==> config.mk <==
export PLATFORM = sky130hd
export DESIGN_NAME = scp_port
export DESIGN_NICKNAME = d
export VERILOG_FILES = /design/src/scp_pkg.sv /design/src/scp_sync.sv /design/src/scp_shadow.sv /design/src/scp_port.sv
export VERILOG_INCLUDE_DIRS = /design/src /design/src/src
export SDC_FILE = /design/constraint.sdc
export NUM_CORES = 1
export LEC_CHECK = 0
export ABC_AREA = 1
export BUFFER_PORTS_ARGS = -buffer_cell sky130_fd_sc_hd__buf_2
export CORE_ASPECT_RATIO = 1.25
export CORE_UTILIZATION = 50
export CTS_BUF_LIST = sky130_fd_sc_hd__clkbuf_4 sky130_fd_sc_hd__clkbuf_8 sky130_fd_sc_hd__clkbuf_16
export CTS_CLUSTER_SIZE = 25
export DETAILED_ROUTE_END_ITERATION = 7
export GPL_ROUTABILITY_DRIVEN = 0
export PLACE_DENSITY = 0.71
export SYNTH_ARGS = -nofsm -noshare
export SYNTH_HDL_FRONTEND = slang
export SYNTH_HIERARCHICAL = 1
export SYNTH_SLANG_ARGS = --single-unit
==> constraint.sdc <==
create_clock -name clk_sys -period 2.1 [get_ports clk_sys]
set_input_delay 0.42 -clock clk_sys [delete_from_list [all_inputs] [get_ports clk_sys]]
set_output_delay 0.42 -clock clk_sys [all_outputs]
set_load 0.01 [all_outputs]
==> src/scp_consts.svh <==
`ifndef SCP_CONSTS_SVH
`define SCP_CONSTS_SVH

// Word, frame and address sizes
`define SCP_WORD_BITS        16
`define SCP_FRAME_BITS       32
`define SCP_ADDR_BITS        11

// Instruction field positions and command values
`define SCP_CMD_BIT          15
`define SCP_CMD_WRITE        1'b1
`define SCP_CMD_READ         1'b0
`define SCP_MOD_SHIFT        6

// Bit counter values that close the instruction and the data word, and that mark the first data bit
`define SCP_CNT_INSTR_LAST   5'h0f
`define SCP_CNT_FIRST_DATA   5'h10
`define SCP_CNT_WORD_LAST    5'h1f

// Addresses of the shadowed divider words
`define SCP_PLL_INT_ADDR     11'h11e
`define SCP_PLL_FRAC_HI_ADDR 11'h11d
`define SCP_PLL_FRAC_LO_ADDR 11'h11c

// Reset values
`define SCP_PLL_INT_RESET    16'h0000
`define SCP_PLL_FRAC_RESET   32'h0000_0000
`define SCP_SYNC_RESET       4'h4

`endif

==> src/scp_pkg.sv <==
package scp_pkg;

   typedef enum logic [1:0] {
      SCP_PH_IDLE  = 2'b00,
      SCP_PH_INSTR = 2'b01,
      SCP_PH_DATA  = 2'b10
   } scp_phase_e;

   typedef struct packed {
      logic       cmd;
      logic [3:0] reserved;
      logic [4:0] module_sel;
      logic [5:0] reg_index;
   } scp_instr_s;

   typedef struct packed {
      logic [10:0] addr;
      logic [15:0] data;
   } scp_wr_s;

   function automatic logic [10:0] scp_global_addr(input scp_instr_s instr);
      scp_global_addr = {instr.module_sel, instr.reg_index};
   endfunction

endpackage

==> src/scp_sync.sv <==
module scp_sync #(
   parameter int         WIDTH     = 4,
   parameter logic [3:0] RESET_VAL = 4'h0
) (
   input  wire logic             clk_sys,
   input  wire logic             reset_n,
   input  wire logic [WIDTH-1:0] async_in,
   output logic      [WIDTH-1:0] sync_out
);

   logic [WIDTH-1:0] stage1;

   // First stage feeds only the second
   always_ff @(posedge clk_sys or negedge reset_n) begin
      if (!reset_n) begin
         stage1   <= RESET_VAL[WIDTH-1:0];
         sync_out <= RESET_VAL[WIDTH-1:0];
      end else begin
         stage1   <= async_in;
         sync_out <= stage1;
      end
   end

endmodule

==> src/scp_shadow.sv <==
`include "scp_consts.svh"

module scp_shadow #(
   parameter logic [10:0] INT_ADDR     = `SCP_PLL_INT_ADDR,
   parameter logic [10:0] FRAC_HI_ADDR = `SCP_PLL_FRAC_HI_ADDR,
   parameter logic [10:0] FRAC_LO_ADDR = `SCP_PLL_FRAC_LO_ADDR
) (
   input  wire logic            clk_sys,
   input  wire logic            reset_n,
   input  wire logic            wr_valid,
   input  wire scp_pkg::scp_wr_s wr,
   input  wire logic            select_rise,
   input  wire logic            ref_rise,
   output logic [15:0]          pll_integer_divider,
   output logic [31:0]          pll_fraction_divider
);

   logic [15:0] stage_int;
   logic [31:0] stage_frac;
   logic        pending;
   logic [15:0] next_stage_int;
   logic [31:0] next_stage_frac;
   logic        next_pending;
   logic [15:0] next_int;
   logic [31:0] next_frac;

   always_comb begin
      next_stage_int  = stage_int;
      next_stage_frac = stage_frac;
      next_pending    = pending;
      next_int        = pll_integer_divider;
      next_frac       = pll_fraction_divider;
      if (wr_valid) begin
         if (wr.addr == INT_ADDR)
            next_stage_int = wr.data;
         if (wr.addr == FRAC_HI_ADDR)
            next_stage_frac[31:16] = wr.data;
         if (wr.addr == FRAC_LO_ADDR)
            next_stage_frac[15:0] = wr.data;
      end
      // Edge seen with the select rise is not "after" it, so wait for the next
      if (pending && ref_rise) begin
         next_int     = stage_int;
         next_frac    = stage_frac;
         next_pending = 1'b0;
      end
      if (select_rise)
         next_pending = 1'b1;
   end

   always_ff @(posedge clk_sys or negedge reset_n) begin
      if (!reset_n) begin
         stage_int            <= `SCP_PLL_INT_RESET;
         stage_frac           <= `SCP_PLL_FRAC_RESET;
         pending              <= 1'b0;
         pll_integer_divider  <= `SCP_PLL_INT_RESET;
         pll_fraction_divider <= `SCP_PLL_FRAC_RESET;
      end else begin
         stage_int            <= next_stage_int;
         stage_frac           <= next_stage_frac;
         pending              <= next_pending;
         pll_integer_divider  <= next_int;
         pll_fraction_divider <= next_frac;
      end
   end

endmodule

==> src/scp_port.sv <==
`include "scp_consts.svh"

module scp_port #(
   parameter logic [10:0] PLL_INT_ADDR     = `SCP_PLL_INT_ADDR,
   parameter logic [10:0] PLL_FRAC_HI_ADDR = `SCP_PLL_FRAC_HI_ADDR,
   parameter logic [10:0] PLL_FRAC_LO_ADDR = `SCP_PLL_FRAC_LO_ADDR
) (
   input  wire logic             clk_sys,
   input  wire logic             reset_n,
   input  wire logic             three_wire_mode,
   input  wire logic             serial_clk,
   input  wire logic             serial_select_n,
   input  wire logic             serial_data_in,
   output logic                  serial_data_drv,
   output logic                  serial_data_oe_n,
   output logic                  serial_data_out,
   input  wire logic             ref_clk,
   output logic                  wr_valid,
   output scp_pkg::scp_wr_s      wr,
   output logic [10:0]           rd_addr,
   input  wire logic [15:0]      rd_data,
   output logic                  frame_active,
   output logic                  reserved_error,
   output logic [15:0]           pll_integer_divider,
   output logic [31:0]           pll_fraction_divider
);

   ////////////////////////////////////////////////////////////////////////////////
   // Pin synchronisation and edge detection

   logic [3:0] pins_sync;
   logic       s_sclk;
   logic       s_sen_n;
   logic       s_sdio;
   logic       s_ref;
   logic       sclk_q;
   logic       sen_q;
   logic       ref_q;
   logic       sclk_rise;
   logic       sclk_fall;
   logic       select_rise;
   logic       ref_rise;

   // The serial clock is oversampled, so it must run well below clk_sys / 4
   scp_sync #(
      .WIDTH     (4),
      .RESET_VAL (`SCP_SYNC_RESET)
   ) u_sync (
      .clk_sys  (clk_sys),
      .reset_n  (reset_n),
      .async_in ({ref_clk, serial_select_n, serial_data_in, serial_clk}),
      .sync_out (pins_sync)
   );

   assign s_sclk  = pins_sync[0];
   assign s_sdio  = pins_sync[1];
   assign s_sen_n = pins_sync[2];
   assign s_ref   = pins_sync[3];

   assign sclk_rise   = s_sclk & ~sclk_q;
   assign sclk_fall   = ~s_sclk & sclk_q;
   assign select_rise = s_sen_n & ~sen_q;
   assign ref_rise    = s_ref & ~ref_q;

   logic next_sclk_q;
   logic next_sen_q;
   logic next_ref_q;

   // Previous samples reset to each pin's idle level, so no false edge follows reset
   always_comb begin
      next_sclk_q = s_sclk;
      next_sen_q  = s_sen_n;
      next_ref_q  = s_ref;
   end

   always_ff @(posedge clk_sys or negedge reset_n) begin
      if (!reset_n) begin
         sclk_q <= 1'b0;
         sen_q  <= 1'b1;
         ref_q  <= 1'b0;
      end else begin
         sclk_q <= next_sclk_q;
         sen_q  <= next_sen_q;
         ref_q  <= next_ref_q;
      end
   end

   ////////////////////////////////////////////////////////////////////////////////
   // Bit counter and instruction capture

   scp_pkg::scp_phase_e phase;
   scp_pkg::scp_phase_e next_phase;
   scp_pkg::scp_instr_s instr;
   scp_pkg::scp_instr_s next_instr;
   scp_pkg::scp_instr_s new_instr;
   logic [4:0]          cnt;
   logic [4:0]          next_cnt;
   logic [15:0]         shin;
   logic [15:0]         next_shin;
   logic [15:0]         shifted;
   logic                bit_taken;
   logic                instr_done;
   logic                word_done;

   // Read decode is needed by three groups, so it lives in one place
   function automatic logic instr_is_read(input scp_pkg::scp_instr_s word);
      instr_is_read = (word.cmd == `SCP_CMD_READ);
   endfunction

   assign shifted    = {shin[14:0], s_sdio};
   assign new_instr  = scp_pkg::scp_instr_s'(shifted);
   assign bit_taken  = ~s_sen_n & sclk_rise;
   assign instr_done = bit_taken & (cnt == `SCP_CNT_INSTR_LAST);
   assign word_done  = bit_taken & (cnt == `SCP_CNT_WORD_LAST);

   always_comb begin
      next_phase = phase;
      next_instr = instr;
      next_cnt   = cnt;
      next_shin  = shin;
      if (s_sen_n) begin
         // A partial word is dropped when select rises early
         next_phase = scp_pkg::SCP_PH_IDLE;
         next_cnt   = 5'h00;
      end else if (sclk_rise) begin
         next_shin = shifted;
         next_cnt  = cnt + 5'h01;
         if (instr_done)
            next_instr = new_instr;
         unique case (phase)
            scp_pkg::SCP_PH_IDLE: begin
               next_phase = scp_pkg::SCP_PH_INSTR;
            end
            scp_pkg::SCP_PH_INSTR: begin
               if (instr_done)
                  next_phase = scp_pkg::SCP_PH_DATA;
            end
            scp_pkg::SCP_PH_DATA: begin
               // Counter wraps, so the next word starts cleanly
               if (word_done)
                  next_phase = scp_pkg::SCP_PH_INSTR;
            end
            default: begin
               next_phase = scp_pkg::SCP_PH_IDLE;
            end
         endcase
      end
   end

   always_ff @(posedge clk_sys or negedge reset_n) begin
      if (!reset_n) begin
         phase <= scp_pkg::SCP_PH_IDLE;
         instr <= '0;
         cnt   <= 5'h00;
         shin  <= 16'h0000;
      end else begin
         phase <= next_phase;
         instr <= next_instr;
         cnt   <= next_cnt;
         shin  <= next_shin;
      end
   end

   ////////////////////////////////////////////////////////////////////////////////
   // Read address and reserved-bit flag

   logic                load_pend;
   logic                next_load_pend;
   logic [10:0]         next_rd_addr;
   logic                next_reserved_error;

   always_comb begin
      next_load_pend      = 1'b0;
      next_rd_addr        = rd_addr;
      next_reserved_error = 1'b0;
      if (instr_done) begin
         // Only flagged: the word is still carried out
         next_reserved_error = |new_instr.reserved;
         if (instr_is_read(new_instr)) begin
            next_rd_addr   = scp_pkg::scp_global_addr(new_instr);
            next_load_pend = 1'b1;
         end
      end
   end

   always_ff @(posedge clk_sys or negedge reset_n) begin
      if (!reset_n) begin
         load_pend      <= 1'b0;
         rd_addr        <= 11'h000;
         reserved_error <= 1'b0;
      end else begin
         load_pend      <= next_load_pend;
         rd_addr        <= next_rd_addr;
         reserved_error <= next_reserved_error;
      end
   end

   ////////////////////////////////////////////////////////////////////////////////
   // Completed write word

   scp_pkg::scp_wr_s    next_wr;
   logic                next_wr_valid;

   always_comb begin
      next_wr_valid = 1'b0;
      next_wr       = wr;
      if (word_done && !instr_is_read(instr)) begin
         next_wr_valid = 1'b1;
         next_wr.addr  = scp_pkg::scp_global_addr(instr);
         next_wr.data  = shifted;
      end
   end

   always_ff @(posedge clk_sys or negedge reset_n) begin
      if (!reset_n) begin
         wr_valid <= 1'b0;
         wr       <= '0;
      end else begin
         wr_valid <= next_wr_valid;
         wr       <= next_wr;
      end
   end

   ////////////////////////////////////////////////////////////////////////////////
   // Read data shifter and shared-pin drive

   logic [15:0]         shout;
   logic [15:0]         next_shout;
   logic                drive;
   logic                next_drive;
   logic                shift_out;

   // No shift on the fall just after loading, or bit 15 would never be seen
   assign shift_out = sclk_fall & ~s_sen_n & (phase == scp_pkg::SCP_PH_DATA) &
                      instr_is_read(instr) & (cnt != `SCP_CNT_FIRST_DATA);

   always_comb begin
      next_shout = shout;
      next_drive = drive;
      if (s_sen_n || word_done)
         next_drive = 1'b0;
      if (load_pend) begin
         // rd_addr loaded at the same edge as load_pend, so rd_data is valid now
         next_shout = rd_data;
         next_drive = three_wire_mode;
      end else if (shift_out) begin
         next_shout = {shout[14:0], 1'b0};
      end
   end

   always_ff @(posedge clk_sys or negedge reset_n) begin
      if (!reset_n) begin
         shout <= 16'h0000;
         drive <= 1'b0;
      end else begin
         shout <= next_shout;
         drive <= next_drive;
      end
   end

   ////////////////////////////////////////////////////////////////////////////////
   // Pins and shadowed dividers

   assign serial_data_drv  = shout[15];
   assign serial_data_oe_n = ~drive;
   // Held low in three-wire so the unused pin does not toggle
   assign serial_data_out  = shout[15] & ~three_wire_mode;
   assign frame_active     = ~s_sen_n;

   scp_shadow #(
      .INT_ADDR     (PLL_INT_ADDR),
      .FRAC_HI_ADDR (PLL_FRAC_HI_ADDR),
      .FRAC_LO_ADDR (PLL_FRAC_LO_ADDR)
   ) u_shadow (
      .clk_sys              (clk_sys),
      .reset_n              (reset_n),
      .wr_valid             (wr_valid),
      .wr                   (wr),
      .select_rise          (select_rise),
      .ref_rise             (ref_rise),
      .pll_integer_divider  (pll_integer_divider),
      .pll_fraction_divider (pll_fraction_divider)
   );

endmodule

After elaboration in Yosys (flattened, before gate mapping)
Cells that the tools add are included.
{"block": "totals", "input_bits": 23, "register_bits": 200, "output_inout_bits": 92}
{"block": "classes", "bitwise_logic": 21, "n_mux": 17, "n_addsub": 1, "n_reduce_logical": 16, "n_eq_ne": 10}
{"cell": "equality test 11 x 9 -> 1 bit (second input constant)", "n": 3}
{"cell": "2-to-1 mux 16 bit", "n": 2}
{"cell": "AND 1 bit", "n": 12}
{"cell": "2-to-1 mux 5 bit", "n": 2}
{"cell": "AND reduction 2 bit", "n": 5}
{"cell": "NOT 1 bit", "n": 9}
{"cell": "2-to-1 mux 1 bit", "n": 8}
{"cell": "2-to-1 mux 2 bit", "n": 4}
{"cell": "nonzero test 2 bit", "n": 4}
{"cell": "!= test 3 x 2 -> 1 bit (second input constant)", "n": 2}
{"cell": "case mux 2 bit (3 select lines)", "n": 1}
{"cell": "AND reduction 3 bit", "n": 2}
{"cell": "adder 5 x 1 -> 5 bit (second input constant)", "n": 1}
{"cell": "equality test 5 x 4 -> 1 bit (second input constant)", "n": 1}
{"cell": "equality test 5 bit (second input constant)", "n": 1}
{"cell": "!= test 5 bit (second input constant)", "n": 1}
{"cell": "OR reduction 4 bit", "n": 1}
{"cell": "equality test 2 x 1 -> 1 bit (second input constant)", "n": 1}
{"cell": "equality test 2 bit (second input constant)", "n": 1}
{"cell": "logical AND 1 bit", "n": 2}
{"cell": "zero test 2 bit", "n": 1}
{"cell": "logical OR 1 bit", "n": 1}

Logic depth before layout (Yosys ltp)
Gate-level depths: netlist of the first run.
{"block": "depth", "word_depth": 8, "depth_mapped": 10, "ltp_nobuf": 10}

By module
Netlist of the first run, hierarchy kept.
{"mod": "scp_port", "seq_area_each_um2": 2378.5, "area_each_um2": 3948.8, "n_inst": 1, "cells_each": 439}
{"mod": "scp_shadow", "seq_area_each_um2": 2427.3, "area_each_um2": 3817.4, "n_inst": 1, "cells_each": 325}
{"mod": "scp_sync", "seq_area_each_um2": 202.7, "area_each_um2": 202.7, "n_inst": 1, "cells_each": 8}

Worst setup path before layout of the first run
No wires, ideal clock.
{"block": "synth_timing", "kind": "reg2reg", "start": "register cnt[0]", "end": "register phase[1]", "path_slack_ns": 0.570, "t_arrival_ns": 1.413, "t_required_ns": 1.983, "setup_ns": 0.117, "n_path_buf": 0, "path_stages_with_launch": 10, "cell_sequence": "dfrtp_1 -> ha_1 -> and3_1 -> ha_1 -> inv_1 -> nand3_1 -> nand2_1 -> clkinv_1 -> nand3_1 -> nand2_1"}
{"block": "synth_via", "elab_chain_len": 4, "elab_cells_between_ends": 7, "cone_classes": "4 x eq/ne; 2 x bitwise; 1 x reduce/logical"}
{"item": "start, declared", "line": "scp_port.sv:96", "source": "logic [4:0] cnt;"}
{"item": "start signal, assigned", "line": "scp_port.sv:159", "source": "cnt <= next_cnt;"}
{"item": "equality test 5 bit (no line) / equality test 5 x 4 -> 1 bit (equally long branches)"}
{"item": "AND 1 bit, on equally long branches", "line": "scp_port.sv:114, scp_port.sv:113"}
{"item": "!= test 3 x 2 -> 1 bit (no line)"}
{"item": "AND reduction 3 bit (no line) (*)"}
{"item": "end signal, assigned", "line": "scp_port.sv:152", "source": "phase <= scp_pkg::SCP_PH_IDLE;"}
{"item": "end signal, assigned", "line": "scp_port.sv:157", "source": "phase <= next_phase;"}
{"item": "end, declared", "line": "scp_port.sv:91", "source": "scp_pkg::scp_phase_e phase;"}
Mark *: on every way between the ends. The rest lies on a longest branch, timed or not.
A chain may end at the register's enable or synchronous reset.

Worst setup path after layout of the first run
{"block": "layout_timing", "start": "register u_sync.sync_out[2]", "end": "output port frame_active"}
{"block": "layout_via", "elab_chain_len": 1}
{"item": "start, declared", "line": "scp_sync.sv:8", "source": "output logic [WIDTH-1:0] sync_out"}
{"item": "start signal, assigned", "line": "scp_sync.sv:17", "source": "sync_out <= RESET_VAL[WIDTH-1:0];"}
{"item": "start signal, assigned", "line": "scp_sync.sv:20", "source": "sync_out <= stage1;"}
{"item": "NOT 1 bit (no line)"}
{"item": "end, declared", "line": "scp_port.sv:22", "source": "output logic frame_active,"}
Every way passes these cells.

==> impl_metrics.json, run 1 <==
{
  "gr-total-overflow": 0,
  "final_nets": 914,
  "synth_compound_area_frac": 0.0388,
  "yosysUniqueCellTypes": 32,
  "synth_ff_type": "dfrtp_1",
  "synthXorXnorAreaFrac": 0.00110,
  "synthSimpleGateAreaFrac": 0.211,
  "endpoint_kind": "primary output",
  "status": "complete, no violations",
  "vias": 5570,
  "async_reset_ff_frac": 1.00,
  "grtUsageTotal": 0.218,
  "cpPeakStageDelay_ns": 0.66,
  "instances_no_fill": 1112,
  "critPathKind": "reg2out",
  "cts_resized": 0,
  "drive_gt1_frac": 0.261,
  "avgSynthCellArea_sq_um": 10.3,
  "worst_setup_path_start_kind": "flop",
  "portBuffers": 114,
  "drc": 0,
  "clkLatencyLatePin_ns": 0.43,
  "synthTopCellsByArea": "dfrtp_1 62%, nand2_1 13%, mux2_2 6.8%, nand3_1 4.5%, o21ai_0 2.3%",
  "path_max_fanout": 8,
  "placedCellCount": 1079,
  "fillers": 1369,
  "clock_path_buffers": 2,
  "vias_per_cell": 5.01,
  "hold_path_class": "in2reg",
  "powerDensity_nw_per_um2": 852,
  "ys_ff_latch": 200,
  "synth_top_area_share": 0.619,
  "dr.pass1.iters": 4,
  "ioPinCount": 115,
  "routed.top_layer": "met4",
  "path_buf_inv": 2,
  "yosys_warnings": 6,
  "core_region_area_sq_um": 15600,
  "cts_sinks": 200,
  "crit_family": "flip-flops",
  "worstPathRequired_ns": 1.68,
  "synth_cells": 772,
  "rsz0062_at_grt": "no",
  "cts_tree": "done",
  "cts_setup_buffers": 0,
  "setup_viol": 0,
  "setup_tns_ns": 0,
  "arrival_ns": 1.40,
  "grt_pass1_vias": 5249,
  "cp_slowest_cell": "dfstp_2",
  "slew_violations": 0,
  "antennaDiodeCount": 0,
  "wl_met2_microns": 8400,
  "syn-num-nets": 799,
  "finalHoldViolations": 0,
  "timing.final.crit_share": 0.865,
  "routed_wl_microns": 16400,
  "postCtsHoldBufs": 1,
  "yosysMostFrequentCell": "nand2_1",
  "synth_edf_count": 0,
  "wl_per_cell_microns": 14.7,
  "tightest_slew_ns": 0.486,
  "std_cell_rows": 51,
  "fin_worst_skew_ns": 0.00753,
  "numCtsBuffers": 17,
  "synth_mux_area_frac": 0.0678,
  "seqCellArea_sq_um": 5010,
  "synth_fa_ha_area_frac": 0.00628,
  "htreeDepth": 4,
  "dp_hpwl_microns": 11300,
  "multiInputGateArea_sq_um": 2600,
  "die_y_microns": 143,
  "maxCapViolCount": 0,
  "synth_top_family_by_area": "simple AND/OR/NAND/NOR gates",
  "ant_nets": 0,
  "p_leak_nw": 5.12,
  "fin_crit_ns": 1.82,
  "die_area_sq_um": 16400,
  "drt-met1-wl_microns": 7100,
  "synth_common_cells": "277 x nand2_1, 197 x dfrtp_1, 71 x nand3_1",
  "yosysTopAreaCell": "dfrtp_1",
  "grt_max_degree": 58,
  "die_w_microns": 115,
  "drtIter0Drc": 322,
  "fmaxAchievable_mhz": 550,
  "dr_wl_met3_microns": 556,
  "rrSetupSlack_ns": 0.36,
  "syn_area_sq_um": 7970,
  "clk_pin_slew_worst_paths_ns": 0.07,
  "clock-root-buffer": "clkbuf_16",
  "initial_core_util": 0.512,
  "ir_worst_vdd_v": 0.000499,
  "syn2layout_area_growth_pct": 17.6,
  "design_area_sq_um": 9370,
  "synth.yosys.seq_area_share": 0.629,
  "path_cells": "inv_2 > buf_2",
  "slew_headroom": 0.676,
  "grt_antenna_before_repair": 0,
  "grt_pass1_wl_microns": 27100,
  "place_area_sq_um": 8780
}
-- per-layer routing --
metal  global-route usage  up-vias
met1                0.274     2705
met4               0.0964        0
met3               0.0484       28
met5                    0        -
li1                     -     2721
met2                0.361      116
-- path summary, 6_finish.rpt --
kind / depth (start not counted) / startpoint / to
worst min register to register: 0 / u_sync/stage1[1] / u_sync/sync_out[1]
worst min-delay path: 1 / serial_select_n / u_sync/stage1[2]
min in group asynchronous: 2 / reset_n / u_shadow/pll_fraction_divider[7]
max in group asynchronous: 3 / reset_n / u_sync/sync_out[2]
worst max-delay path: 2 / u_sync/sync_out[2] / frame_active
worst max register to register: 7 / cnt[1] / wr[3]
-- registers in the layout (all words and copies together) (netlist names), 2 cells and up --
register	flops
u_shadow/stage_int	16
shout	16
u_shadow/pll_integer_divider	16
cnt	5
phase	2
u_shadow/stage_frac	32
u_sync/sync_out	4
u_shadow/pll_fraction_divider	32
shin	15
instr	12
rd_addr	11
wr	27
u_sync/stage1	4
-- kinds of logic (layout without fill, tap and decap cells) --
kind of cell	Yosys count	after routing
xor gates and xnor gates	1	1
buffers and inverters	74	202
and+or+nand+nor	384	384
DFF	200	200
adders and majority gates	4	4
AOI/OAI and AO/OA	61	61
muxes	48	48
-- placed cells by master (no fill, tap or decap), types with 2 or more instances in the layout --
cell type	netlist	layout
mux2_2	48	48
inv_1	34	34
clkbuf_16	0	17
nor3_1	3	3
nand2_1	277	276
nor2_1	13	13
clkinv_2	0	4
ha_1	4	4
nand2_4	3	3
o21ai_0	36	36
buf_4	7	11
clkinv_1	2	2
nand3_1	71	71
nand3_4	3	3
nor3_4	2	2
nor2_2	2	2
o21ai_1	22	22
clkbuf_8	0	6
buf_2	19	113
buf_12	0	5
dfstp_2	3	3
inv_2	3	3
nand2_2	5	6
clkbuf_4	0	3
dfrtp_1	197	197
-- area by class of cell --
type | count | share of cell area
flip-flops and latches | 200 | 0.534
multi-input cells | 498 | 0.277
repair buffers | 131 | 0.0824
clock buffers | 25 | 0.0551
well taps | 212 | 0.0283
inverters | 39 | 0.0156
clock inverters | 7 | 0.00708
-- metrics by stage --
step                      hold slack, ns  setup WS (ns)  utilization  total power [mW]
after floorplan                    0.124          0.570            -              4.63
after global placement             0.332          0.483        0.564              4.85
after detailed placement           0.336          0.406        0.564              4.87
after CTS                         0.0669          0.259        0.602              8.07
after global routing              0.0633          0.181        0.602              8.34
final                             0.0859          0.283        0.602              7.98
-- worst reg2reg max path, cell delays in order (launching register included) --
cell     delay [ns]
dfrtp_1        0.38
ha_1           0.18
and3_1         0.20
ha_1           0.23
nand3_4        0.23
buf_4          0.26
nand2_1        0.07
o21ai_1        0.07
-- power by group --
part           switching [mW]  internal (mW)
Combinational           0.378          0.237
Sequential              0.117           4.06
Clock                    1.36           1.83
Total                    1.85           6.13
(Power assumes the default switching activity.)
==> run 2, diff against run 1 <==
==> constraint.sdc (replaced) <==
create_clock -name clk_sys -period 2.1 [get_ports clk_sys]
set_input_delay 0.105 -clock clk_sys [delete_from_list [all_inputs] [get_ports clk_sys]]
set_output_delay 0.105 -clock clk_sys [all_outputs]
set_load 0.01 [all_outputs]
==> impl_metrics.json, run 2 (synthesis gave the netlist of run 1 again) <==
{
  "status": "complete, no violations",
  "setup_slack_ns": 0.356,
  "wl_per_cell_microns": 14.7,
  "final_nets": 934,
  "ioPinCount": 115,
  "path_max_fanout": 25,
  "grt_pass1_vias": 5330,
  "dp_hpwl_microns": 11300,
  "r2r-start": "cnt[0]",
  "clk_pin_slew_worst_paths_ns": 0.07,
  "final_cell_mix": "276 x nand2_1, 197 x dfrtp_1, 113 x buf_2",
  "grt_antenna_before_repair": 0,
  "met3_usage": 0.0480,
  "power_mw": 8.08,
  "grt_max_degree": 81,
  "grt_pass1_wl_microns": 26700,
  "grtUsageTotal": 0.215,
  "fillers": 1367,
  "vias": 5656,
  "ir_worst_vdd_v": 0.000570,
  "die_w_microns": 115,
  "grt_busiest_layer": "met2",
  "fin_worst_skew_ns": 0.00626,
  "arrival_ns": 2.06,
  "hold_path_class": "in2async",
  "core_region_area_sq_um": 15600,
  "rsz0062_at_grt": "no",
  "grtUsageMet2": 0.366,
  "initial_core_util": 0.512,
  "worst_setup_path_start_kind": "flop",
  "setup_tns_ns": 0,
  "cts_tree": "done",
  "portBuffers": 114,
  "clkLatencyLatePin_ns": 0.43,
  "ff2ff_path_depth": 7,
  "postCtsHoldBufs": 22,
  "fmaxAchievable_mhz": 573,
  "slew_violations": 0,
  "cts_sinks": 200,
  "cts_setup_buffers": 0,
  "dr.pass1.iters": 4,
  "setup_viol": 0,
  "timing.final.crit_share": 0.830,
  "clock_path_buffers": 2,
  "antennaDiodeCount": 0,
  "cts_resized": 0,
  "numCtsBuffers": 17,
  "use_met1": 0.263,
  "clock-root-buffer": "clkbuf_16",
  "tightest_slew_ns": 0.595,
  "slew_headroom": 0.603,
  "fin_crit_ns": 1.74,
  "p_leak_nw": 5.19,
  "critPathKind": "reg2reg",
  "drive_gt1_frac": 0.254,
  "final_common_cell": "nand2_1",
  "rr_endpoint": "wr[16]",
  "largestRegisters": "u_shadow/pll_fraction_divider x32, u_shadow/stage_frac x32, wr x27",
  "htreeDepth": 4,
  "maxCapViolCount": 0,
  "gr-total-overflow": 0,
  "finalHoldViolations": 0,
  "worstPathRequired_ns": 2.42,
  "pre_cts_ws_ns": 0.367,
  "rrSetupSlack_ns": 0.36,
  "drc": 0,
  "std_cell_rows": 51,
  "die_y_microns": 143,
  "syn2layout_area_growth_pct": 20.1,
  "drtIter0Drc": 322,
  "die_area_sq_um": 16400,
  "powerDensity_nw_per_um2": 844,
  "endpoint_kind": "flop",
  "routed_wl_microns": 16600,
  "vias_per_cell": 5.00,
  "ant_nets": 0
}
==> run 2: changes by cell type in the layout (fill, tap and decap cells not counted) <==
| cell | change |
|---|---|
| clkbuf_8 | -2 |
| clkinv_4 | +1 |
| clkinvlp_4 | +1 |
| buf_12 | -1 |
| clkbuf_4 | -2 |
| inv_6 | +1 |
| dlygate4sd3_1 | +21 |
| bufinv_16 | +1 |
==> run 2: worst max-delay path, stage by stage (launching register included) <==
cell and delay, ns:
dfrtp_1 0.39, ha_1 0.22, and3_1 0.21, ha_1 0.23
nand3_4 0.25, inv_2 0.17, nand2_1 0.10, nand2_1 0.06
==> run 2: through the flow <==
| step | instance area [sq um] | cells | util | hold slack (ns) |
|---|---|---|---|---|
| floorplan | 7970 | 772 | - | -0.191 |
| global placement | 8760 | 1078 | 0.563 | 0.0263 |
| detailed placement | 8760 | 1078 | 0.563 | 0.0284 |
| CTS | 9570 | 1132 | 0.615 | 0.123 |
| global route | 9570 | 1132 | 0.615 | 0.147 |
| finish | 9570 | 1132 | 0.615 | 0.132 |
==> run 2: worst max path at each step <==
stage,from,to,slack (ns),cells after the start
after global placement,cnt[1],wr[16],0.45,7
after detailed placement,cnt[0],wr[16],0.37,7
final,cnt[0],wr[16],0.36,7
after global routing,cnt[1],wr[13],0.23,7
after CTS,cnt[0],wr[16],0.36,7
after floorplan,cnt[0],phase[1],0.57,9
==> run 2: final cells by class <==
cell class | instances | area (sq um) | area share
Timing Repair Buffer | 151 | 962 | 0.100
Tap cell | 212 | 265 | 0.0277
Multi-Input combinational cell | 498 | 2600 | 0.271
Clock buffer | 21 | 474 | 0.0495
Inverter | 39 | 146 | 0.0153
Sequential cell | 200 | 5010 | 0.523
Clock inverter | 11 | 121 | 0.0127
==> run 2: metal layers <==
layer | part of all wire | routed length, microns | vias up
met5 | 0 | 0 | -
met4 | 0.022 | 358 | 0
met3 | 0.031 | 517 | 25
met2 | 0.51 | 8450 | 118
met1 | 0.44 | 7260 | 2755
li1 | - | - | 2758
==> run 2: where the power goes <==
group / internal (mW) / total, mW / switching, mW
logic: 0.260 / 0.641 / 0.381
registers: 4.06 / 4.18 / 0.121
clock network: 1.86 / 3.25 / 1.39
